$ cat src/rtl/cskd_regs.svh
// constants for the compare-skip and decimal-adjust execution block
`ifndef CSKD_REGS_SVH
`define CSKD_REGS_SVH

// ------------------------------------------------------------------
// opcode decoding
// ------------------------------------------------------------------
`define CSKD_CMP_MASK 16'hfe00
`define CSKD_CMP_VALUE 16'h6000
`define CSKD_DAW_WORD 16'h0007
`define CSKD_BANK_BIT 8

// ------------------------------------------------------------------
// data memory addressing
// ------------------------------------------------------------------
`define CSKD_BANK_W 6
`define CSKD_ADDR_W 14
`define CSKD_ACCESS_SPLIT 8'h60
`define CSKD_ACCESS_LOW_BANK 6'h00
`define CSKD_ACCESS_HIGH_BANK 6'h3f

// ------------------------------------------------------------------
// decimal correction
// ------------------------------------------------------------------
`define CSKD_NIBBLE_MAX 5'h09
`define CSKD_NIBBLE_ADJ 5'h06

// ------------------------------------------------------------------
// reset values and timing counts
// ------------------------------------------------------------------
`define CSKD_BYTE_RST 8'h00
`define CSKD_WORD_RST 16'h0000
`define CSKD_NOP_RST 2'h0
`define CSKD_MIN_FOLLOW 2'h1

`endif

$ cat src/rtl/cskd_pkg.sv
// types shared by the compare-skip and decimal-adjust execution block
package cskd_pkg;

  // four internal phases of one instruction cycle
  typedef enum logic [1:0] {
    CSKD_PH_Q1,
    CSKD_PH_Q2,
    CSKD_PH_Q3,
    CSKD_PH_Q4
  } cskd_phase_t;

  // operation held for the instruction in flight
  typedef enum logic [1:0] {
    CSKD_OP_NONE,
    CSKD_OP_CMP,
    CSKD_OP_DAW
  } cskd_op_t;

endpackage : cskd_pkg

$ cat src/rtl/cskd_exec.sv
// execution block for compare-skip-if-less and decimal adjust
//
// Operation
// - decode compare by 0110 000, bank bit, file
// - compare file byte with working, unsigned subtract
// - byte below working discards fetched follower, nop
// - skip flushes whole follower: two, three or four cycles
// - bank bit zero access bank, one bank select
// - compare one word, one cycle, two to four on a skip
// - decode decimal adjust by fixed word 0007
// - low nibble gets six above nine, digit carry
// - high nibble adds six plus carry, carry only
// - decimal adjust gives valid packed bcd for a sum of two bcd bytes, one cycle
`timescale 1ns/1ps
`include "cskd_regs.svh"

module cskd_exec
  import cskd_pkg::*;
(
  input wire logic clk_in,
  input wire logic rst_in,
  input wire logic [15:0] instr_word_in,
  input wire logic instr_valid_in,
  input wire logic [1:0] follow_words_in,
  input wire logic [7:0] working_in,
  input wire logic carry_flag_in,
  input wire logic digit_carry_flag_in,
  input wire logic [5:0] bank_select_register_in,
  input wire logic [7:0] mem_rdata_in,
  output logic [1:0] phase_out,
  output logic instr_ready_out,
  output logic [13:0] mem_addr_out,
  output logic mem_rd_out,
  output logic working_wr_out,
  output logic [7:0] working_data_out,
  output logic carry_wr_out,
  output logic carry_flag_out,
  output logic skip_taken_out,
  output logic flush_out,
  output logic nop_out
);

  // ------------------------------------------------------------------
  // decode helpers
  // ------------------------------------------------------------------

  // compare-skip-if-less carries the bank bit and an 8-bit file field
  function automatic logic is_compare(input logic [15:0] word);
    is_compare = (word & `CSKD_CMP_MASK) == `CSKD_CMP_VALUE;
  endfunction : is_compare

  // decimal adjust has no operands, so the whole word must match
  function automatic logic is_daw(input logic [15:0] word);
    is_daw = word == `CSKD_DAW_WORD;
  endfunction : is_daw

  // full data address from the bank bit, bank select and file field
  function automatic logic [13:0] form_addr(
    input logic bank_bit,
    input logic [5:0] bank,
    input logic [7:0] file
  );
    logic [5:0] sel;
    sel = bank;
    if (!bank_bit)
    begin
      // access bank: low file addresses in bank zero, rest in the top
      if (file < `CSKD_ACCESS_SPLIT)
      begin
        sel = `CSKD_ACCESS_LOW_BANK;
      end
      else
      begin
        sel = `CSKD_ACCESS_HIGH_BANK;
      end
    end
    form_addr = {sel, file};
  endfunction : form_addr

  // ------------------------------------------------------------------
  // state
  // ------------------------------------------------------------------
  cskd_phase_t phase_q;
  cskd_phase_t phase_d;
  cskd_op_t op_q;
  logic [7:0] file_byte_q;
  logic [7:0] work_q;
  logic carry_q;
  logic digit_carry_q;
  logic [1:0] nop_cnt_q;
  logic [1:0] nop_cnt_d;
  logic accept;
  logic [8:0] diff;
  logic [7:0] daw_result;
  logic daw_carry;

  // an instruction is taken only at q1 of a cycle that is not a flush
  assign accept = (phase_q == CSKD_PH_Q1) && (nop_cnt_q == `CSKD_NOP_RST) &&
    instr_valid_in;

  // borrow of the unsigned subtraction marks the byte as below working
  assign diff = {1'b0, file_byte_q} - {1'b0, work_q};

  // ------------------------------------------------------------------
  // phase sequencing
  // ------------------------------------------------------------------

  // next phase, one clock per phase
  always_comb
  begin
    case (phase_q)
      CSKD_PH_Q1: phase_d = CSKD_PH_Q2;
      CSKD_PH_Q2: phase_d = CSKD_PH_Q3;
      CSKD_PH_Q3: phase_d = CSKD_PH_Q4;
      CSKD_PH_Q4: phase_d = CSKD_PH_Q1;
      default: phase_d = CSKD_PH_Q1;
    endcase
  end

  // phase counter, free running from reset
  always_ff @(posedge clk_in or posedge rst_in)
  begin
    if (rst_in)
    begin
      phase_q <= CSKD_PH_Q1;
      phase_out <= 2'h0;
    end
    else
    begin
      phase_q <= phase_d;
      phase_out <= phase_d;
    end
  end

  // ------------------------------------------------------------------
  // decode and operand capture
  // ------------------------------------------------------------------

  // q1 decodes, the op is dropped again at the end of q4
  always_ff @(posedge clk_in or posedge rst_in)
  begin
    if (rst_in)
    begin
      op_q <= CSKD_OP_NONE;
    end
    else if (accept)
    begin
      if (is_compare(instr_word_in))
      begin
        op_q <= CSKD_OP_CMP;
      end
      else if (is_daw(instr_word_in))
      begin
        op_q <= CSKD_OP_DAW;
      end
      else
      begin
        op_q <= CSKD_OP_NONE;
      end
    end
    else if (phase_q == CSKD_PH_Q4)
    begin
      op_q <= CSKD_OP_NONE;
    end
  end

  // q2 reads the file byte and working with its flags
  always_ff @(posedge clk_in or posedge rst_in)
  begin
    if (rst_in)
    begin
      file_byte_q <= `CSKD_BYTE_RST;
      work_q <= `CSKD_BYTE_RST;
      carry_q <= 1'b0;
      digit_carry_q <= 1'b0;
    end
    else if (phase_q == CSKD_PH_Q2)
    begin
      file_byte_q <= mem_rdata_in;
      work_q <= working_in;
      carry_q <= carry_flag_in;
      digit_carry_q <= digit_carry_flag_in;
    end
  end

  // ------------------------------------------------------------------
  // data memory read
  // ------------------------------------------------------------------

  // read strobe stands through q2 only for a compare
  always_ff @(posedge clk_in or posedge rst_in)
  begin
    if (rst_in)
    begin
      mem_rd_out <= 1'b0;
      mem_addr_out <= {`CSKD_ADDR_W{1'b0}};
    end
    else if (accept && is_compare(instr_word_in))
    begin
      mem_rd_out <= 1'b1;
      mem_addr_out <= form_addr(instr_word_in[`CSKD_BANK_BIT],
        bank_select_register_in, instr_word_in[7:0]);
    end
    else
    begin
      mem_rd_out <= 1'b0;
    end
  end

  // ------------------------------------------------------------------
  // process: compare result and decimal correction
  // ------------------------------------------------------------------
  cskd_daw_unit u_daw (
    .value_in(work_q),
    .carry_flag_in(carry_q),
    .digit_carry_flag_in(digit_carry_q),
    .result_out(daw_result),
    .carry_flag_out(daw_carry)
  );

  // ------------------------------------------------------------------
  // write back in q4
  // ------------------------------------------------------------------

  // only decimal adjust writes; a compare leaves working and flags alone
  always_ff @(posedge clk_in or posedge rst_in)
  begin
    if (rst_in)
    begin
      working_wr_out <= 1'b0;
      carry_wr_out <= 1'b0;
      working_data_out <= `CSKD_BYTE_RST;
      carry_flag_out <= 1'b0;
    end
    else if (phase_q == CSKD_PH_Q3 && op_q == CSKD_OP_DAW)
    begin
      working_wr_out <= 1'b1;
      carry_wr_out <= 1'b1;
      working_data_out <= daw_result;
      carry_flag_out <= daw_carry;
    end
    else
    begin
      // compare ends in a plain no-operation phase
      working_wr_out <= 1'b0;
      carry_wr_out <= 1'b0;
    end
  end

  // ------------------------------------------------------------------
  // skip and flush of the fetched follower
  // ------------------------------------------------------------------

  // flush pulses in q4 of a compare that found the byte below working
  always_ff @(posedge clk_in or posedge rst_in)
  begin
    if (rst_in)
    begin
      flush_out <= 1'b0;
      skip_taken_out <= 1'b0;
    end
    else if (phase_q == CSKD_PH_Q3)
    begin
      flush_out <= (op_q == CSKD_OP_CMP) && diff[8];
      skip_taken_out <= (op_q == CSKD_OP_CMP) && diff[8];
    end
    else
    begin
      flush_out <= 1'b0;
      if (accept)
      begin
        skip_taken_out <= 1'b0;
      end
    end
  end

  // one no-operation cycle per word of the discarded follower, so the
  // compare totals two, three or four cycles; a zero count is taken as
  // one word because the fetched follower is always at least one word
  always_comb
  begin
    nop_cnt_d = nop_cnt_q;
    if (phase_q == CSKD_PH_Q4)
    begin
      if (flush_out)
      begin
        if (follow_words_in == `CSKD_NOP_RST)
        begin
          nop_cnt_d = `CSKD_MIN_FOLLOW;
        end
        else
        begin
          nop_cnt_d = follow_words_in;
        end
      end
      else if (nop_cnt_q != `CSKD_NOP_RST)
      begin
        nop_cnt_d = nop_cnt_q - `CSKD_MIN_FOLLOW;
      end
    end
  end

  // flush counter and the no-operation marker that follows it
  always_ff @(posedge clk_in or posedge rst_in)
  begin
    if (rst_in)
    begin
      nop_cnt_q <= `CSKD_NOP_RST;
      nop_out <= 1'b0;
    end
    else
    begin
      nop_cnt_q <= nop_cnt_d;
      nop_out <= nop_cnt_d != `CSKD_NOP_RST;
    end
  end

  // ------------------------------------------------------------------
  // instruction handshake
  // ------------------------------------------------------------------

  // ready stands during q1 of every cycle that may take an instruction;
  // flush cycles hold it low so the discarded words never execute
  always_ff @(posedge clk_in or posedge rst_in)
  begin
    if (rst_in)
    begin
      instr_ready_out <= 1'b1;
    end
    else
    begin
      instr_ready_out <= (phase_d == CSKD_PH_Q1) &&
        (nop_cnt_d == `CSKD_NOP_RST);
    end
  end

endmodule : cskd_exec

$ cat src/rtl/cskd_daw_unit.sv
// packed bcd correction arithmetic for the working register
`timescale 1ns/1ps
`include "cskd_regs.svh"

module cskd_daw_unit
  import cskd_pkg::*;
(
  input wire logic [7:0] value_in,
  input wire logic carry_flag_in,
  input wire logic digit_carry_flag_in,
  output logic [7:0] result_out,
  output logic carry_flag_out
);

  logic [4:0] low_sum;
  logic [4:0] high_sum;
  logic low_fix;
  logic high_fix;
  logic low_carry;

  // ------------------------------------------------------------------
  // low nibble: add six past nine or after a digit carry
  // ------------------------------------------------------------------
  always_comb
  begin
    low_fix = ({1'b0, value_in[3:0]} > `CSKD_NIBBLE_MAX) ||
      digit_carry_flag_in;
    if (low_fix)
    begin
      low_sum = {1'b0, value_in[3:0]} + `CSKD_NIBBLE_ADJ;
    end
    else
    begin
      low_sum = {1'b0, value_in[3:0]};
    end
    // the decimal carry out of the low digit feeds the high digit, so
    // that a result like ce becomes 34 and stays valid bcd
    low_carry = low_sum[4];
  end

  // ------------------------------------------------------------------
  // high nibble: add the low digit carry, then six past nine or after a carry, carry is the only flag
  // ------------------------------------------------------------------
  always_comb
  begin
    high_sum = {1'b0, value_in[7:4]} + {4'h0, low_carry};
    high_fix = (high_sum > `CSKD_NIBBLE_MAX) || carry_flag_in;
    if (high_fix)
    begin
      high_sum = high_sum + `CSKD_NIBBLE_ADJ;
    end
    result_out = {high_sum[3:0], low_sum[3:0]};
    carry_flag_out = carry_flag_in | high_sum[4];
  end

endmodule : cskd_daw_unit

$ cat config.mk
export PLATFORM = sky130hd
export DESIGN_NAME = cskd_exec
export DESIGN_NICKNAME = d
export VERILOG_FILES = /design/src/rtl/cskd_pkg.sv /design/src/rtl/cskd_exec.sv /design/src/rtl/cskd_daw_unit.sv
export VERILOG_INCLUDE_DIRS = /design/src /design/src/rtl
export SDC_FILE = /design/constraint.sdc
export NUM_CORES = 1
export LEC_CHECK = 0
export BUFFER_PORTS_ARGS = -buffer_cell sky130_fd_sc_hd__buf_2
export CORE_MARGIN = 1.5
export CORE_UTILIZATION = 51
export DETAILED_ROUTE_END_ITERATION = 16
export PLACE_DENSITY = 0.9
export SLEW_MARGIN = 20
export SYNTH_ARGS = -nofsm -noshare
export SYNTH_HDL_FRONTEND = slang
export SYNTH_SLANG_ARGS = --single-unit
$ cat constraint.sdc
create_clock -name clk_in -period 2.89 [get_ports clk_in]
set_clock_uncertainty 0.05 [all_clocks]
set_input_delay 0.289 -clock clk_in [delete_from_list [all_inputs] [get_ports clk_in]]
set_output_delay 0.289 -clock clk_in [all_outputs]
set_load 0.01 [all_outputs]
==> out/summary.log <==
[place] DP HPWL 3720 um
[logic_synthesis] Post-Syn Nets 297
[logic_synthesis] synth warn 0
[clock_tree] Bufs on Longest Clock Path 2
[timing] Sum Neg Setup Slack 0 ns
[critical_path] largest delay contributor family on the critical path compound AO/OA/AOI/OAI gates
[critical_path] critical path class reg -> reg
[timing] post-route clock period utilization 87.2%
[die] number of ports placed on the die boundary 77
[critical_path] critical path required time 3.04 ns
[hold_path] HP Class in -> async
[status] result of the run completed
[finish] number of nets in the finished design 374
[drt] post-detailed-routing wire length 4760 um
[drt] DR WL/cell 12.5 um
[logic_synthesis] Synth Register Bits 53
[place] Placer Congestion 0.795
[drt] iteration-0 DRC count of the detailed router 72
[pwr] static leakage power 1.66 nW
[timing] Final min period 2.52 ns
[logic_synthesis] leading register cell type out of synthesis sky130_fd_sc_hd__dfrtp_1
[clock_tree] number of buffers inserted by hold repair at cts 0
[drt] DRC violations left 0
[drt] DR vias 1957
[drt] Via-to-Cell Ratio 5.15
[clock_tree] Inserted Clock Buffers 5
[pwr] largest voltage drop on the vdd net 0.287 mV
[global_routing] initial antenna violation count 0
[logic_synthesis] cell count after synthesis 236
[global_routing] vias in the first global route 1909
[clock_tree] number of sinks driven by the clock tree 53
[critical_path] slowest stage delay, CP 0.41 ns
[clock_tree] post-CTS sizing 0
[critical_path] element type at the critical path end flip-flop
[flow_run] Maximum Capacitance Violations 0
[die] vertical die dimension 73.2 um
[finish] share of layout cells above drive strength 1 34.8%
[logic_synthesis] number of enable flip-flop cells after synthesis 0
[timing] max-slew violation total from the final report 0
[global_routing] maximum number of pins on one net before global-route repair 54
[critical_path] sequence of cells on the critical path o21a_1 > ha_1 > xnor2_1 > ha_1 > nand2b_1 > a21oi_1 > o31a_1 > or3_1 > a31o_1
[logic_synthesis] cell area after technology mapping 0.00251 mm^2
[clock_tree] number of levels in the clock H-tree 2
[die] effective utilization at floorplan 53.2%
[drt] number of iterations in the first detailed-routing pass 4
[timing] Slew @ Worst Pin 0.860 ns
[logic_synthesis] count of different cell masters after synthesis 42
[global_routing] global router's overall resource usage 19.9%
[place] number of buffers added on ports 76
[global_routing] GRT overflow 0
[clock_tree] TritonCTS clock tree yes
[clock_tree] worst skew pair latency 0.30 ns
[clock_tree] root buffer selected by CTS sky130_fd_sc_hd__clkbuf_8
[place] Placed Cells incl. Taps 373
[critical_path] Critical path buffers and inverters 0
[pwr] total power per unit cell area 452 mW/mm^2
[timing] Max-slew headroom 42.6%
[clock_tree] clock-pin slew reported for the worst setup and hold paths after clock tree synthesis 0.08 ns
[timing] final hold slack 0.0821 ns
[finish] number of inserted diodes 0
[timing] maximum frequency from static timing analysis 0.397 GHz
[timing] RSZ-0062 raised after global routing false
[timing] number of hold violations in the final report 0
[clock_tree] setup fix buffers added after clock tree synthesis 0
[drt] antenna-violating nets left 0
[global_routing] global-route wire length before repair 8040 um
[timing] number of setup violations in the final report 0
[critical_path] Crit path top cell by count sky130_fd_sc_hd__ha_1
[finish] filler instances 371
[logic_synthesis] sequential area share after synthesis 52.8%
[critical_path] endpoint arrival time on the critical path 2.67 ns
[die] horizontal die dimension 73.2 um
[critical_path] slowest stage cell on the critical path sky130_fd_sc_hd__dfrtp_1
[die] overall die area 0.00536 mm^2
[finish] Cell Count, Final, Fillers Out 380
[logic_synthesis] async set or reset register ratio after synthesis 100%
[critical_path] crit start category flip-flop
[logic_synthesis] syn_area_per_cell 10.7 um^2
[die] Rows 25
[die] core region area 0.00472 mm^2
[finish] area growth from synthesis to final layout 20.8%
[critical_path] crit-path max FO 7
==> layout by cell type, fill, tap and decap left out, types with 2 or more instances in the layout <==
master	instances
sky130_fd_sc_hd__buf_2	76
sky130_fd_sc_hd__dfrtp_1	52
sky130_fd_sc_hd__nand2_1	26
sky130_fd_sc_hd__a21oi_1	22
sky130_fd_sc_hd__o21ai_0	22
sky130_fd_sc_hd__mux2_2	19
sky130_fd_sc_hd__ha_1	16
sky130_fd_sc_hd__inv_1	15
sky130_fd_sc_hd__nor2_1	14
sky130_fd_sc_hd__xnor2_1	6
sky130_fd_sc_hd__clkbuf_8	6
sky130_fd_sc_hd__nand3_1	3
sky130_fd_sc_hd__buf_4	3
sky130_fd_sc_hd__nand2b_1	2
sky130_fd_sc_hd__and3b_1	2
sky130_fd_sc_hd__or2_2	2
==> path summary, 6_finish.rpt <==
kind	startpoint	to	slack, ns	cells past startpoint
max	work_q[2]$_DFFE_PP0N_	working_data_out[7]$_DFFE_PP0P_	0.37	9
min	rst_in	mem_addr_out[13]$_DFFE_PP0P_	0.08	2
max reg2reg	work_q[2]$_DFFE_PP0N_	working_data_out[7]$_DFFE_PP0P_	0.37	9
min reg2reg	working_data_out[4]$_DFFE_PP0P_	working_data_out[4]$_DFFE_PP0P_	0.43	2
max in group asynchronous	rst_in	nop_out$_DFF_PP0_	2.20	2
min in group clk_in	working_in[1]	work_q[1]$_DFFE_PP0N_	0.15	3
==> area by class of cell <==
| type | count | area (um^2) | area share [%] |
|---|---|---|---|
| inverter | 16 | 61.3 | 2.02 |
| timing repair buffer | 79 | 403 | 13.3 |
| tap | 67 | 83.8 | 2.76 |
| sequential | 53 | 1330 | 43.7 |
| multi-input combinational | 158 | 1080 | 35.4 |
| clock buffer | 7 | 86.3 | 2.84 |
==> state kept, by name (all words and copies together) (netlist names), 2 cells and up <==
name and cells:
file_byte_q 8, phase_q 2, work_q 8, nop_cnt_q 2, working_data_out 8, op_q 2
mem_addr_out 14
==> cells by family (layout without fill, tap and decap cells) <==
| group | count (synthesis) | count (layout) | synth area share, % |
|---|---|---|---|
| multiplexers | 19 | 19 | 8.51 |
| flip-flops | 53 | 53 | 52.8 |
| AND/OR/NAND/NOR | 63 | 63 | 12.1 |
| XOR/XNOR | 6 | 6 | 2.09 |
| AO/OA/AOI/OAI | 54 | 54 | 12.1 |
| adder cells (fa/ha/maj) | 16 | 16 | 7.96 |
| buffers and inverters | 25 | 102 | 4.38 |
==> power by group <==
part	leakage, nW	switching, W	internal, W
Sequential	0.679	0.0000188	0.000771
Combinational	0.934	0.0000896	0.0000829
Clock	0.0443	0.000219	0.000190
==> metrics by stage <==
step / area (um^2) / setup slack, ns / utilization [%] / power, W
after floorplan: 2510 / 0.580 / - / 0.000906
after global placement: 2950 / 0.518 / 62.5 / 0.000971
after detailed placement: 2950 / 0.401 / 62.5 / 0.000979
after CTS: 3040 / 0.366 / 64.3 / 0.00139
after global routing: 3040 / 0.231 / 64.3 / 0.00145
final: 3040 / 0.371 / 64.3 / 0.00137
==> cells in the mapped netlist, types with 2 or more instances <==
cell type,n,share of area (%)
sky130_fd_sc_hd__nand2b_1,2,0.50
sky130_fd_sc_hd__inv_1,16,2.4
sky130_fd_sc_hd__nand2_1,26,3.9
sky130_fd_sc_hd__or2_2,2,0.50
sky130_fd_sc_hd__dfrtp_1,52,52
sky130_fd_sc_hd__nand3_1,3,0.60
sky130_fd_sc_hd__buf_4,2,0.60
sky130_fd_sc_hd__and3b_1,2,0.70
sky130_fd_sc_hd__xnor2_1,6,2.1
sky130_fd_sc_hd__mux2_2,19,8.5
sky130_fd_sc_hd__o21ai_0,22,4.4
sky130_fd_sc_hd__nor2_1,14,2.1
sky130_fd_sc_hd__clkbuf_1,5,0.75
sky130_fd_sc_hd__a21oi_1,22,4.4
sky130_fd_sc_hd__ha_1,16,8.0
==> metal layers <==
metal | wire (um) | GRT usage (%)
met5 | 0 | 0
met4 | 89 | 8.81
met3 | 336 | 6.49
met2 | 2400 | 33.7
met1 | 1930 | 22.9
No activity file was read; power rests on OpenSTA's default activity.
